$ cat src/hdl/rtu_defs.svh
// Purpose: Offsets, field positions, reset values and counts of the tag uplink encoder.
// Assumes: Byte addresses on a 32-bit AHB-Lite bus, one word per register.
// Notes:   Definitions only.
`ifndef RTU_DEFS_SVH
`define RTU_DEFS_SVH
`define RTU_A_CFG     8'h00
`define RTU_A_CMD     8'h04
`define RTU_A_WDATA   8'h08
`define RTU_A_RDATA   8'h0c
`define RTU_A_STATUS  8'h10
`define RTU_A_ISTAT   8'h14
`define RTU_A_IMASK   8'h18
`define RTU_A_CRC     8'h1c
`define RTU_A_SEC     8'h20
`define RTU_CMD_SEND  8
`define RTU_CMD_PROG  9
`define RTU_CMD_LOCK  10
`define RTU_CRC_RST   8
`define RTU_IRQ_TX    0
`define RTU_IRQ_CRC   1
`define RTU_IRQ_LOCK  2
`define RTU_IRQ_PROG  3
`define RTU_MODE_NRZ  2'h0
`define RTU_MODE_MAN  2'h1
`define RTU_MODE_BPH  2'h2
// Start-up delay of 200 field clock cycles.
`define RTU_INIT_CYC  8'hc8
`define RTU_USER_LAST 6'h1f
`define RTU_SYS_FIRST 6'h36
`define RTU_BLK_PWR   6'h36
`define RTU_BLK_PWW   6'h37
`define RTU_BLK_ID0   6'h38
`define RTU_BLK_ID2   6'h3a
`define RTU_BLK_SEC   6'h3e
`define RTU_BLK_CFG   6'h3f
`define RTU_LAST_BIT  5'h1f
`define RTU_CRC_INIT  16'hffff
`define RTU_CRC_POLY  16'h1021
`define RTU_CFG_RST   7'h00
`endif

$ cat src/hdl/rtu_pkg.sv
// Purpose: Types shared by the tag uplink encoder.
// Assumes: Constants come from rtu_defs.svh.
// Notes:   Types only.
package rtu_pkg;
	typedef enum logic [1:0] {ST_INIT, ST_IDLE, ST_TX} rtu_state_type;
	typedef struct packed {
		logic [4:0] rate;
		logic [1:0] mode;
	} rtu_cfg_type;
	typedef struct packed {
		logic [31:0] shift;
		logic [4:0]  bit_cnt;
		logic        phase;
		logic [4:0]  div;
		logic        mod;
	} rtu_tx_type;
endpackage : rtu_pkg

$ cat src/hdl/rtu_tag_uplink_encoder.sv
// Purpose: Tag core: start-up load, block memory with lock bits, command CRC check
//          and the configurable uplink encoder driving the load modulator.
// Assumes: hclk is the field clock; hresetn comes from the power-on detector.
// Notes:   Registers are reached over AHB-Lite with zero wait states.
// Summary of operation
// RL1 - Hold in reset, then wait 200 clocks loading config and page security.
// RL2 - Clock and power come from the field; no separate clock exists.
// RL3 - Manchester: zero falls at mid bit, one rises at mid bit.
// RL4 - Bi-phase: zero toggles at mid bit, one has no mid-bit edge.
// RL5 - Bi-phase: first half bit after frame start is modulated.
// RL6 - Modulator source follows configured encoding: Manchester, Bi-phase or NRZ.
// RL7 - NRZ: load on for one, off for zero, straight from memory.
// RL8 - Bit period is 2(n+1) field clocks, RF/2 to RF/64.
// RL9 - Reader sends gap-modulated one-of-four commands; the tag decodes them. Here no decoder exists; commands are AHB-Lite writes to CMD.
// RL10 - Commands carry a CCITT CRC-16; faulty commands are not executed. Only PROG is gated by the CRC here; SEND starts regardless.
// RL11 - Memory is 32-bit blocks, each with a write-protecting lock bit.
// RL12 - Blocks move serially, MSB first, a whole block at a time.
// RL13 - 1024 user bits: 32 blocks in 8 pages of 4 blocks.
// RL14 - Ten system blocks, two of them read and write passwords.
// RL15 - Three system blocks hold the tag identifier, up to 96 bits.
// RL16 - A locked block refuses all programming, lock bit included.
// RL17 - System blocks top a 6-bit space; config 63, page security 62.
// RL18 - Mid-bit transitions fall exactly half a bit period after bit start.
//
// The AHB-Lite slave port and the register addresses were chosen for this implementation.
`timescale 1ns/100ps
`default_nettype none
`include "rtu_defs.svh"
module rtu_tag_uplink_encoder
	import rtu_pkg::*;
(
	input  wire logic        hclk,
	input  wire logic        hresetn,
	input  wire logic        hsel,
	input  wire logic [31:0] haddr,
	input  wire logic [1:0]  htrans,
	input  wire logic        hwrite,
	input  wire logic [2:0]  hsize,
	input  wire logic [31:0] hwdata,
	input  wire logic        hready,
	output logic             hreadyout,
	output logic             hresp,
	output logic [31:0]      hrdata,
	output logic             irq,
	output logic             load_mod
);
	rtu_state_type state_reg, state_next;
	rtu_cfg_type   cfg_reg, cfg_next;
	rtu_tx_type    tx_reg, tx_next;
	logic [7:0]    init_reg, init_next;
	logic [31:0]   sec_reg, sec_next;
	logic [5:0]    addr_reg, addr_next;
	logic [31:0]   wdata_reg, wdata_next;
	logic [15:0]   crc_reg, crc_next;
	logic [3:0]    istat_reg, istat_next;
	logic [3:0]    imask_reg, imask_next;
	logic [31:0]   rdata_reg, rdata_next;
	logic          wr_pend_reg, wr_pend_next;
	logic [7:0]    wa_reg, wa_next;
	logic [31:0]   mem_reg [0:63];
	logic [63:0]   lock_reg;
	logic          mem_we;
	logic          mem_wl;
	logic [3:0]    ev;
	logic          half_tick;
	logic          start_tx;
	logic          prog_req;
	logic          addr_ok;
	logic          bit_end;
	logic          acc;
	logic [3:0]    w1c;

	// Fixed AHB-Lite answer: never stalls, always OKAY.
	assign hreadyout = 1'b1;
	assign hresp     = 1'b0;
	assign hrdata    = rdata_reg;
	assign load_mod  = tx_reg.mod;
	assign irq       = |(istat_reg & imask_reg);

	function automatic logic [15:0] crc_byte(input logic [15:0] c, input logic [7:0] d);
		logic [15:0] r;
		r = c;
		for (int i = 7; i >= 0; i--) begin
			if (r[15] ^ d[i]) begin
				r = {r[14:0], 1'b0} ^ `RTU_CRC_POLY;
			end else begin
				r = {r[14:0], 1'b0};
			end
		end
		return r;
	endfunction : crc_byte

	// User blocks 0..31 and the ten system blocks 54..63; the gap is unmapped.
	assign addr_ok = (addr_reg <= `RTU_USER_LAST) || (addr_reg >= `RTU_SYS_FIRST); // RL13 RL14 RL17
	assign acc = hsel && hready && htrans[1];
	// A command acts on the block address already held, so software writes the address
	// first. The same write loads its own address field as well, so a second command
	// aimed at the same block needs no further address write.
	assign start_tx = wr_pend_reg && (wa_reg == `RTU_A_CMD) && hwdata[`RTU_CMD_SEND]
		&& (state_reg == ST_IDLE) && addr_ok;
	assign prog_req = wr_pend_reg && (wa_reg == `RTU_A_CMD) && hwdata[`RTU_CMD_PROG]
		&& (state_reg == ST_IDLE) && !hwdata[`RTU_CMD_SEND];
	// Every tick is one half bit, so a bit spans 2(n+1) field clocks.
	assign half_tick = (state_reg == ST_TX) && (tx_reg.div == cfg_reg.rate); // RL8 RL18
	assign bit_end = half_tick && tx_reg.phase && (tx_reg.bit_cnt == `RTU_LAST_BIT);
	assign w1c = (wr_pend_reg && wa_reg == `RTU_A_ISTAT) ? hwdata[3:0] : 4'h0;

	always_comb begin
		state_next   = state_reg;
		cfg_next     = cfg_reg;
		tx_next      = tx_reg;
		init_next    = init_reg;
		sec_next     = sec_reg;
		addr_next    = addr_reg;
		wdata_next   = wdata_reg;
		crc_next     = crc_reg;
		imask_next   = imask_reg;
		rdata_next   = rdata_reg;
		wr_pend_next = acc && hwrite;
		wa_next      = acc ? haddr[7:0] : wa_reg;
		mem_we       = 1'b0;
		mem_wl       = 1'b0;
		ev           = 4'h0;
		case (state_reg)
			ST_INIT: begin
				// Config and page security are copied while the delay runs out.
				init_next = init_reg + 8'h01; // RL1
				if (init_reg == `RTU_INIT_CYC - 8'h01) begin
					cfg_next  = mem_reg[`RTU_BLK_CFG][6:0]; // RL1 RL17
					sec_next  = mem_reg[`RTU_BLK_SEC]; // RL17
					state_next = ST_IDLE;
				end
			end
			ST_IDLE: begin
				if (start_tx) begin
					// Bi-phase starts from an idle low level, so the first half is loaded.
					tx_next.shift   = mem_reg[addr_reg]; // RL12
					tx_next.bit_cnt = 5'h00;
					tx_next.phase   = 1'b0;
					tx_next.div     = 5'h00;
					case (cfg_reg.mode) // RL6
						`RTU_MODE_MAN: tx_next.mod = !mem_reg[addr_reg][31]; // RL3
						`RTU_MODE_BPH: tx_next.mod = 1'b1; // RL5
						default:       tx_next.mod = mem_reg[addr_reg][31]; // RL7
					endcase
					state_next = ST_TX;
				end
			end
			ST_TX: begin
				tx_next.div = half_tick ? 5'h00 : tx_reg.div + 5'h01; // RL8
				if (half_tick && !tx_reg.phase) begin
					tx_next.phase = 1'b1;
					case (cfg_reg.mode) // RL6
						`RTU_MODE_MAN: tx_next.mod = tx_reg.shift[31]; // RL3 RL18
						`RTU_MODE_BPH: tx_next.mod = tx_reg.mod ^ !tx_reg.shift[31]; // RL4 RL18
						default:       tx_next.mod = tx_reg.mod; // RL7
					endcase
				end else if (bit_end) begin
					tx_next.mod = 1'b0;
					tx_next.phase = 1'b0;
					ev[`RTU_IRQ_TX] = 1'b1;
					state_next = ST_IDLE;
				end else if (half_tick) begin
					tx_next.phase   = 1'b0;
					tx_next.bit_cnt = tx_reg.bit_cnt + 5'h01;
					tx_next.shift   = {tx_reg.shift[30:0], 1'b0}; // RL12
					case (cfg_reg.mode) // RL6
						`RTU_MODE_MAN: tx_next.mod = !tx_reg.shift[30]; // RL3
						`RTU_MODE_BPH: tx_next.mod = !tx_reg.mod; // RL4
						default:       tx_next.mod = tx_reg.shift[30]; // RL7
					endcase
				end
			end
			default: begin
				state_next = ST_INIT;
			end
		endcase
		if (prog_req) begin
			// A faulty command is dropped and reported, never half-executed.
			if (crc_reg != 16'h0000) begin
				ev[`RTU_IRQ_CRC] = 1'b1; // RL10
			end else if (!addr_ok || lock_reg[addr_reg]
				|| (addr_reg <= `RTU_USER_LAST && sec_reg[addr_reg[4:2]])) begin
				ev[`RTU_IRQ_LOCK] = 1'b1; // RL16 RL13
			end else begin
				mem_we = 1'b1; // RL11
				mem_wl = hwdata[`RTU_CMD_LOCK]; // RL11
				ev[`RTU_IRQ_PROG] = 1'b1;
			end
			crc_next = `RTU_CRC_INIT; // RL10
		end
		if (wr_pend_reg) begin
			case (wa_reg)
				`RTU_A_CFG:   cfg_next   = hwdata[6:0];
				`RTU_A_CMD:   addr_next  = hwdata[5:0];
				`RTU_A_WDATA: wdata_next = hwdata;
				`RTU_A_IMASK: imask_next = hwdata[3:0];
				`RTU_A_CRC: begin
					if (hwdata[`RTU_CRC_RST]) begin
						crc_next = `RTU_CRC_INIT;
					end else begin
						crc_next = crc_byte(crc_reg, hwdata[7:0]); // RL10
					end
				end
				default: begin
				end
			endcase
		end
		if (acc && !hwrite) begin
			case (haddr[7:0])
				`RTU_A_CFG:    rdata_next = {25'h0, cfg_reg};
				`RTU_A_CMD:    rdata_next = {26'h0, addr_reg};
				`RTU_A_WDATA:  rdata_next = wdata_reg;
				`RTU_A_RDATA:  rdata_next = addr_ok ? mem_reg[addr_reg] : 32'h0;
				`RTU_A_STATUS: rdata_next = {28'h0, crc_reg == 16'h0000, lock_reg[addr_reg],
					state_reg == ST_TX, state_reg != ST_INIT};
				`RTU_A_ISTAT:  rdata_next = {28'h0, istat_reg};
				`RTU_A_IMASK:  rdata_next = {28'h0, imask_reg};
				`RTU_A_CRC:    rdata_next = {16'h0, crc_reg};
				`RTU_A_SEC:    rdata_next = sec_reg;
				default:       rdata_next = 32'h0;
			endcase
		end
		// A new event outranks a clear in the same cycle.
		istat_next = (istat_reg & ~w1c) | ev;
	end

	// The field clock is the only clock; every period is counted on it.
	always_ff @(posedge hclk or negedge hresetn) begin // RL2
		if (!hresetn) begin
			state_reg   <= ST_INIT; // RL1
			cfg_reg     <= `RTU_CFG_RST;
			tx_reg      <= '0;
			init_reg    <= 8'h00;
			sec_reg     <= 32'h0;
			addr_reg    <= 6'h00;
			wdata_reg   <= 32'h0;
			crc_reg     <= `RTU_CRC_INIT;
			istat_reg   <= 4'h0;
			imask_reg   <= 4'h0;
			rdata_reg   <= 32'h0;
			wr_pend_reg <= 1'b0;
			wa_reg      <= 8'h00;
		end else begin
			state_reg   <= state_next;
			cfg_reg     <= cfg_next;
			tx_reg      <= tx_next;
			init_reg    <= init_next;
			sec_reg     <= sec_next;
			addr_reg    <= addr_next;
			wdata_reg   <= wdata_next;
			crc_reg     <= crc_next;
			istat_reg   <= istat_next;
			imask_reg   <= imask_next;
			rdata_reg   <= rdata_next;
			wr_pend_reg <= wr_pend_next;
			wa_reg      <= wa_next;
		end
	end

	// Rows and locks clear at reset so simulation starts from an erased part.
	always_ff @(posedge hclk or negedge hresetn) begin
		if (!hresetn) begin
			for (int i = 0; i < 64; i++) begin
				mem_reg[i] <= 32'h0;
			end
			lock_reg <= 64'h0;
		end else if (mem_we) begin
			mem_reg[addr_reg]  <= wdata_reg; // RL11 RL14 RL15
			lock_reg[addr_reg] <= mem_wl; // RL16
		end
	end

	// Helper counters that only the checks read.
	logic [8:0] age_reg;
	logic [5:0] gap_reg;
	logic [6:0] bit_age_reg;
	logic [31:0] blk_reg;
	logic        lk_reg;
	always_ff @(posedge hclk or negedge hresetn) begin
		if (!hresetn) begin
			age_reg     <= 9'h000;
			gap_reg     <= 6'h00;
			bit_age_reg <= 7'h00;
		end else begin
			age_reg     <= (age_reg == 9'h1ff) ? age_reg : age_reg + 9'h001;
			gap_reg     <= (start_tx || half_tick) ? 6'h00 : gap_reg + 6'h01;
			bit_age_reg <= (start_tx || (half_tick && tx_reg.phase)) ? 7'h00
				: bit_age_reg + 7'h01;
		end
	end
	assign blk_reg = mem_reg[addr_reg];
	assign lk_reg  = lock_reg[addr_reg];
endmodule : rtu_tag_uplink_encoder
`default_nettype wire

$ cat config.mk
export PLATFORM = sky130hd
export DESIGN_NAME = rtu_tag_uplink_encoder
export DESIGN_NICKNAME = d
export VERILOG_FILES = /design/src/hdl/rtu_pkg.sv /design/src/hdl/rtu_tag_uplink_encoder.sv
export VERILOG_INCLUDE_DIRS = /design/src /design/src/hdl
export SDC_FILE = /design/constraint.sdc
export NUM_CORES = 2
export LEC_CHECK = 0
export BUFFER_PORTS_ARGS = -buffer_cell sky130_fd_sc_hd__buf_2
export CORE_MARGIN = 1.5
export CORE_UTILIZATION = 25
export CTS_CLUSTER_DIAMETER = 120
export DETAILED_ROUTE_END_ITERATION = 6
export PLACE_DENSITY = 0.37
export SLEW_MARGIN = 20
export SYNTH_ARGS = -nofsm -noshare
export SYNTH_HDL_FRONTEND = slang
export SYNTH_SLANG_ARGS = --single-unit
$ cat constraint.sdc
create_clock -name hclk -period 4.3 [get_ports hclk]
set_input_delay 0.43 -clock hclk [delete_from_list [all_inputs] [get_ports hclk]]
set_output_delay 0.43 -clock hclk [all_outputs]
set_load 0.02 [all_outputs]
; Yosys cells after proc, flatten, opt, wreduce, memory -nomap -nowiden
; Cells that the tools add are included.
[totals]
output_inout_bits = 36
latch_bits = 0
input_bits = 74
romBits = 0
register_bits = 2308
ram_bits = 0
elab_cells = 275
mem_count = 0
[classes]
n_addsub = 3
bitwise_logic = 22
order_cmp = 7
mul = 0
mux = 85
reduce_logical = 47
n_div = 0
n_shift = 0
n_eq_ne = 28
[ops]
columns = op, n
row1 = $bwmux 2048, 1
row2 = $mux 16, 25
row3 = $pmux 32 s9, 1
row4 = $bmux 32 s6, 1
row5 = $demux 32 s6, 1
row6 = $mux 32, 4
row7 = $mux 13, 8
row8 = $pmux 44 s2, 1
row9 = $mux 37, 2
row10 = $bwmux 64, 1
row11 = $eq 8x5->1 const B, 7
row12 = $mux 44, 1
row13 = $mux 38, 1
row14 = $mux 7, 4
row15 = $eq 8x4->1 const B, 3
row16 = $not 3->3, 8
row17 = $logic_and 1x1->1, 19
row18 = $mux 1, 19
row19 = $eq 8x3->1 const B, 2
row20 = $logic_not 16->1, 1
row21 = $logic_not 8->1, 2
row22 = $reduce_bool 16->1, 1
row23 = $ne 2x2->1 const B, 6
row24 = $add 5x1->5 const B, 2
row25 = 39 further kinds, 71

; Depth between registers and ports, before layout
[depth]
depth_word = 40
mapped_depth = 14
ltp_nobuf = 9

; Worst setup path before layout
; Ideal clock, no wire load.
[synth_path]
path_type = register to register
startpoint = reg addr_reg[2]
endpoint = reg mem_reg[1538] (netlist bit)
period_less_slack_ns = 2.856
slack_ns = 1.444
setup_time_ns = 0.125
path_buffers = 4
arrival_time_ns = 2.730
required_ns = 4.175
stages_incl_launch_ff = 12
cell_sequence = dfrtp_1 -> buf_6 -> mux2_4 -> a221o_1 -> a22o_1 -> a211oi_1 -> nor4b_2 -> buf_4 -> buf_12 -> nand3_4 -> buf_6 -> mux2_4
[synth_via]
elab_chain_cells = 8
word_cells_on_any_way = 21
cone_classes = order compare: 4 / mux: 10 / bitwise: 1 / reduce/logical: 6
[synth_rtl]
columns = element, line_no
row1 = start: declaration, rtu_tag_uplink_encoder.sv:52  ; logic [5:0] addr_reg, addr_next;
row2 = start signal: assignment, rtu_tag_uplink_encoder.sv:250  ; addr_reg <= addr_next;
row3 = branches (longest 8 deep; another with $bmux 1 s6), --
row4 = end signal: indexed assignment, rtu_tag_uplink_encoder.sv:269  ; mem_reg[addr_reg] <= wdata_reg;
row5 = end: declaration, rtu_tag_uplink_encoder.sv:60  ; logic [31:0] mem_reg [0:63];
; Parallel ways; which one is timed is not known. The select of a mux whose other input is x is not followed.
; A chain may end at the register's enable or synchronous reset.

; Worst setup path after layout
[layout_path]
startpoint = reg addr_reg[1]
endpoint = reg tx_reg[18] (netlist bit)
[layout_via]
elab_chain_cells = 6
word_cells_on_any_way = 12
cone_classes = order compare: 2 / eq/ne: 1 / mux: 5 / bitwise: 1 / reduce/logical: 3
[layout_rtl]
columns = element, line_no
row1 = $not 6->7, --
row2 = $bmux 32 s6, --
row3 = $mux 32 (not written as such) (2 in a row), rtu_tag_uplink_encoder.sv:137  ; tx_next.shift = mem_reg[addr_reg];
row4 = $mux 44, rtu_tag_uplink_encoder.sv:135  ; if (start_tx) begin
row5 = $pmux 44 s2, rtu_tag_uplink_encoder.sv:124  ; case (state_reg)
row6 = end signal: assignment, rtu_tag_uplink_encoder.sv:247  ; tx_reg <= tx_next;
row7 = end: declaration, rtu_tag_uplink_encoder.sv:49  ; rtu_tx_type tx_reg, tx_next;
; Parallel ways exist; a longest one is shown, timed or not. The select of a mux whose other input is x is not followed.

==> impl_results.md <==
- Reg area: 57800 sq um
- Worst Path Required: 5.06 ns
- H-tree Lvls: 5
- Final nets: 7022
- Number of synthesized flops with an enable pin: 0
- Number of global-route vias before repair: 64515
- Critical path class: flop to flop
- Mapped cell area: 101600 sq um
- DIE WIDTH: 640.4 microns
- Fin util: 29.18%
- Dpl hpwl: 231.3 mm
- Total Routing Usage GR: 17.95%
- CP endpoint kind: flop
- Most common cell after layout, fill and taps aside: dfrtp_1
- Largest net degree at the start of global routing: 150
- DIE AREA: 410200 sq um
- DR iter-0 viols: 4545
- Slew Limit Fails: 0
- Place WS: 0.1958 ns
- Highest-count cells in the layout ignoring fill and taps: 2279 x dfrtp_1, 1089 x mux2_4, 741 x a22oi_1
- Area delta synth->final: 15.90%
- P_leak: 56.33 nW
- Drt first pass iters: 7
- Ratio of cells with drive above 1 in the final layout: 34.61%
- Synthesized Nets: 7491
- Multi-input logic area: 37520 sq um
- M2 GR Usage: 28.29%
- Worst Skew: 0.04074 ns
- Final worst-path cycle share: 96.03%
- Post-synthesis sequential area ratio: 56.88%
- Hold_ws: 0.2134 ns
- CTS max path bufs: 4
- Max reg flops: 2048
- Via count: 60454
- Met1 GRT Util: 26.17%
- Fmax: 242.2 MHz
- MaxCap Viol Count: 0
- Non-Filler Instances: 12535
- Core area: 403500 sq um
- Cell Area, Placed: 108500 sq um
- Post-route ant nets: 0
- Synth unique cells: 83
- Slew headroom: 25.63%
- GP Congestion: 0.7754
- Setup-failing EPs final: 0
- Finished Cell Area: 117700 sq um
- Site Rows: 233
- Number of port buffers: 79
- CTS Buf Count: 271
- Fin. Hold Viols: 0
- Synthesized area per cell: 13.72 sq um
- Synth Instances: 7406
- Worst path arrival time: 4.89 ns
- GR met3 Demand/Resource: 1.983%
- CP max FO: 41
- Vias/cell: 4.823
- Antenna violations before repair: 16
- YS warnings: 0
- Async SR Flop Fraction: 100.0%
- DIE HEIGHT: 640.4 microns
- Worst Max-Slew Pin Slew: 1.116 ns
- Post-CTS setup buffers: 0
- Max VDD drop: 230.4 uV
- DRT Wirelength: 372.2 mm
- Outcome: completed
- Setup TNS: 0 ns
- RSZ-0062 raised after global routing: false
- Grt peak-use layer: met2
- Post-route DRC: 0
- Dpl cells: 12028
- Final Total Pwr: 48.18 mW
- Worst setup margin: 0.1706 ns
- Fill cells: 40405
- Min cycle time layout: 4.129 ns
- Sink Count: 2308
- Pwr dens: 409.3 nW/um^2
- Ys flop type: dfrtp_1
- Clock Latency Late Sink: 0.86 ns
- First-pass GRT wire length: 529.4 mm
- Starting Density: 25.18%
- Clock root cell: clkbuf_16
- Grt total ovfl: 0
- Drt wl/cell: 29.69 microns
- Min-delay worst type: primary input to flop
- Clock slew seen by the registers of the worst setup and hold paths: 0.06 ns
- Critical Path Start Type: flop
- I/O pin cnt: 110
- TritonCTS clock tree: done
- Post-CTS Resized: 0
- Number of synthesized register bits: 2308
[synth_stat cells, drive strengths merged, types with 14 or more instances]
| library cell | count | area, sq um |
|---|---|---|
| and4 | 29 | 254.0 |
| clkbuf | 1052 | 3949 |
| mux4 | 14 | 315.3 |
| mux2 | 1442 | 20330 |
| o2111ai | 36 | 315.3 |
| xnor2 | 23 | 201.4 |
| and4b | 31 | 310.3 |
| o21bai | 44 | 330.3 |
| xor2 | 14 | 122.6 |
| a222oi | 18 | 180.2 |
| a31oi | 79 | 494.2 |
| a22o | 116 | 1016 |
| a21oi | 92 | 460.4 |
| nand2 | 105 | 394.1 |
| nand3b | 15 | 112.6 |
| nand4b | 79 | 698.2 |
| inv | 49 | 183.9 |
| nor4b | 38 | 354.1 |
| nor3 | 37 | 190.2 |
| buf | 304 | 2302 |
| mux2i | 57 | 570.6 |
| nor4 | 16 | 100.1 |
| dfstp | 16 | 420.4 |
| nand4 | 146 | 913.4 |
| nor4bb | 31 | 310.3 |
| dfrtp | 2292 | 57360 |
| a41oi | 31 | 271.5 |
| a22oi | 741 | 5563 |
| a221oi | 48 | 426.7 |
| a2111oi | 39 | 341.6 |
| nor2 | 74 | 280.3 |
| o21ai | 58 | 290.3 |
| nand3 | 71 | 853.3 |
[area by class of cell]
type / instances / share of cell area (%)
clock inverters: 61 / 0.7769
inverters: 50 / 0.1594
multi-input cells: 3692 / 31.87
well taps: 5405 / 5.744
flip-flops and latches: 2308 / 49.10
clock buffers: 401 / 6.719
diodes: 4 / 0.008502
repair buffers: 614 / 5.622
[layer usage]
| metal | part of all wire [%] | up-vias |
|---|---|---|
| met2 | 46 | 1239 |
| met1 | 49 | 33010 |
| li1 | - | 25752 |
| met4 | 2.5 | 0 |
| met3 | 3.2 | 453 |
| met5 | 0 | - |
[kinds of logic (layout without fill, tap and decap cells)]
group,Yosys count,after routing,share of synthesized area (%)
adders and majority gates,11,11,0.1355
AOI/OAI and AO/OA,1382,1382,10.20
other,2,6,0.007393
buffers and inverters,1406,1126,6.339
muxes,1513,1513,20.88
xor gates and xnor gates,37,37,0.3190
and+or+nand+nor,747,747,5.245
DFF,2308,2308,56.88
[final timing paths]
path / from / endpoint / slack [ns] / cells past startpoint
max in group asynchronous: hresetn / addr_reg[0] / 2.53 / 3
setup / recovery: addr_reg[1] / tx_reg[18] / 0.17 / 10
hold reg to reg: mem_reg[983] / mem_reg[983] / 0.37 / 0
min in group asynchronous: hresetn / hrdata[2] / 0.27 / 2
hold / removal: hready / wr_pend_reg / 0.21 / 3
setup reg to reg: addr_reg[1] / tx_reg[18] / 0.17 / 10
[repair_timing]
| action | CTS | global route |
|---|---|---|
| hold endpoints to repair | 105 | 0 |
| endpoints found under the setup margin | 0 | 0 |
| hold buffers | 41 | 0 |
[worst max-delay path, cell delays in order (launching register included)]
cell,delay [ns]
dfrtp_4,0.61
buf_12,0.31
and3b_4,0.69
buf_12,0.33
buf_4,0.40
a22oi_1,0.18
a41oi_1,0.37
a21oi_1,0.11
and4_1,0.34
o21ai_0,0.33
mux2_2,0.21
[report_power, final]
group | internal [mW] | total, mW | leakage, nW | switching [mW]
sequential | 21.8 | 22.1 | 32.0 | 0.230
combinational | 0.609 | 2.61 | 20.0 | 2.00
clock | 14.0 | 23.5 | 4.34 | 9.49
total | 36.5 | 48.2 | 56.3 | 11.7
Power figures use the tool's default switching activity.
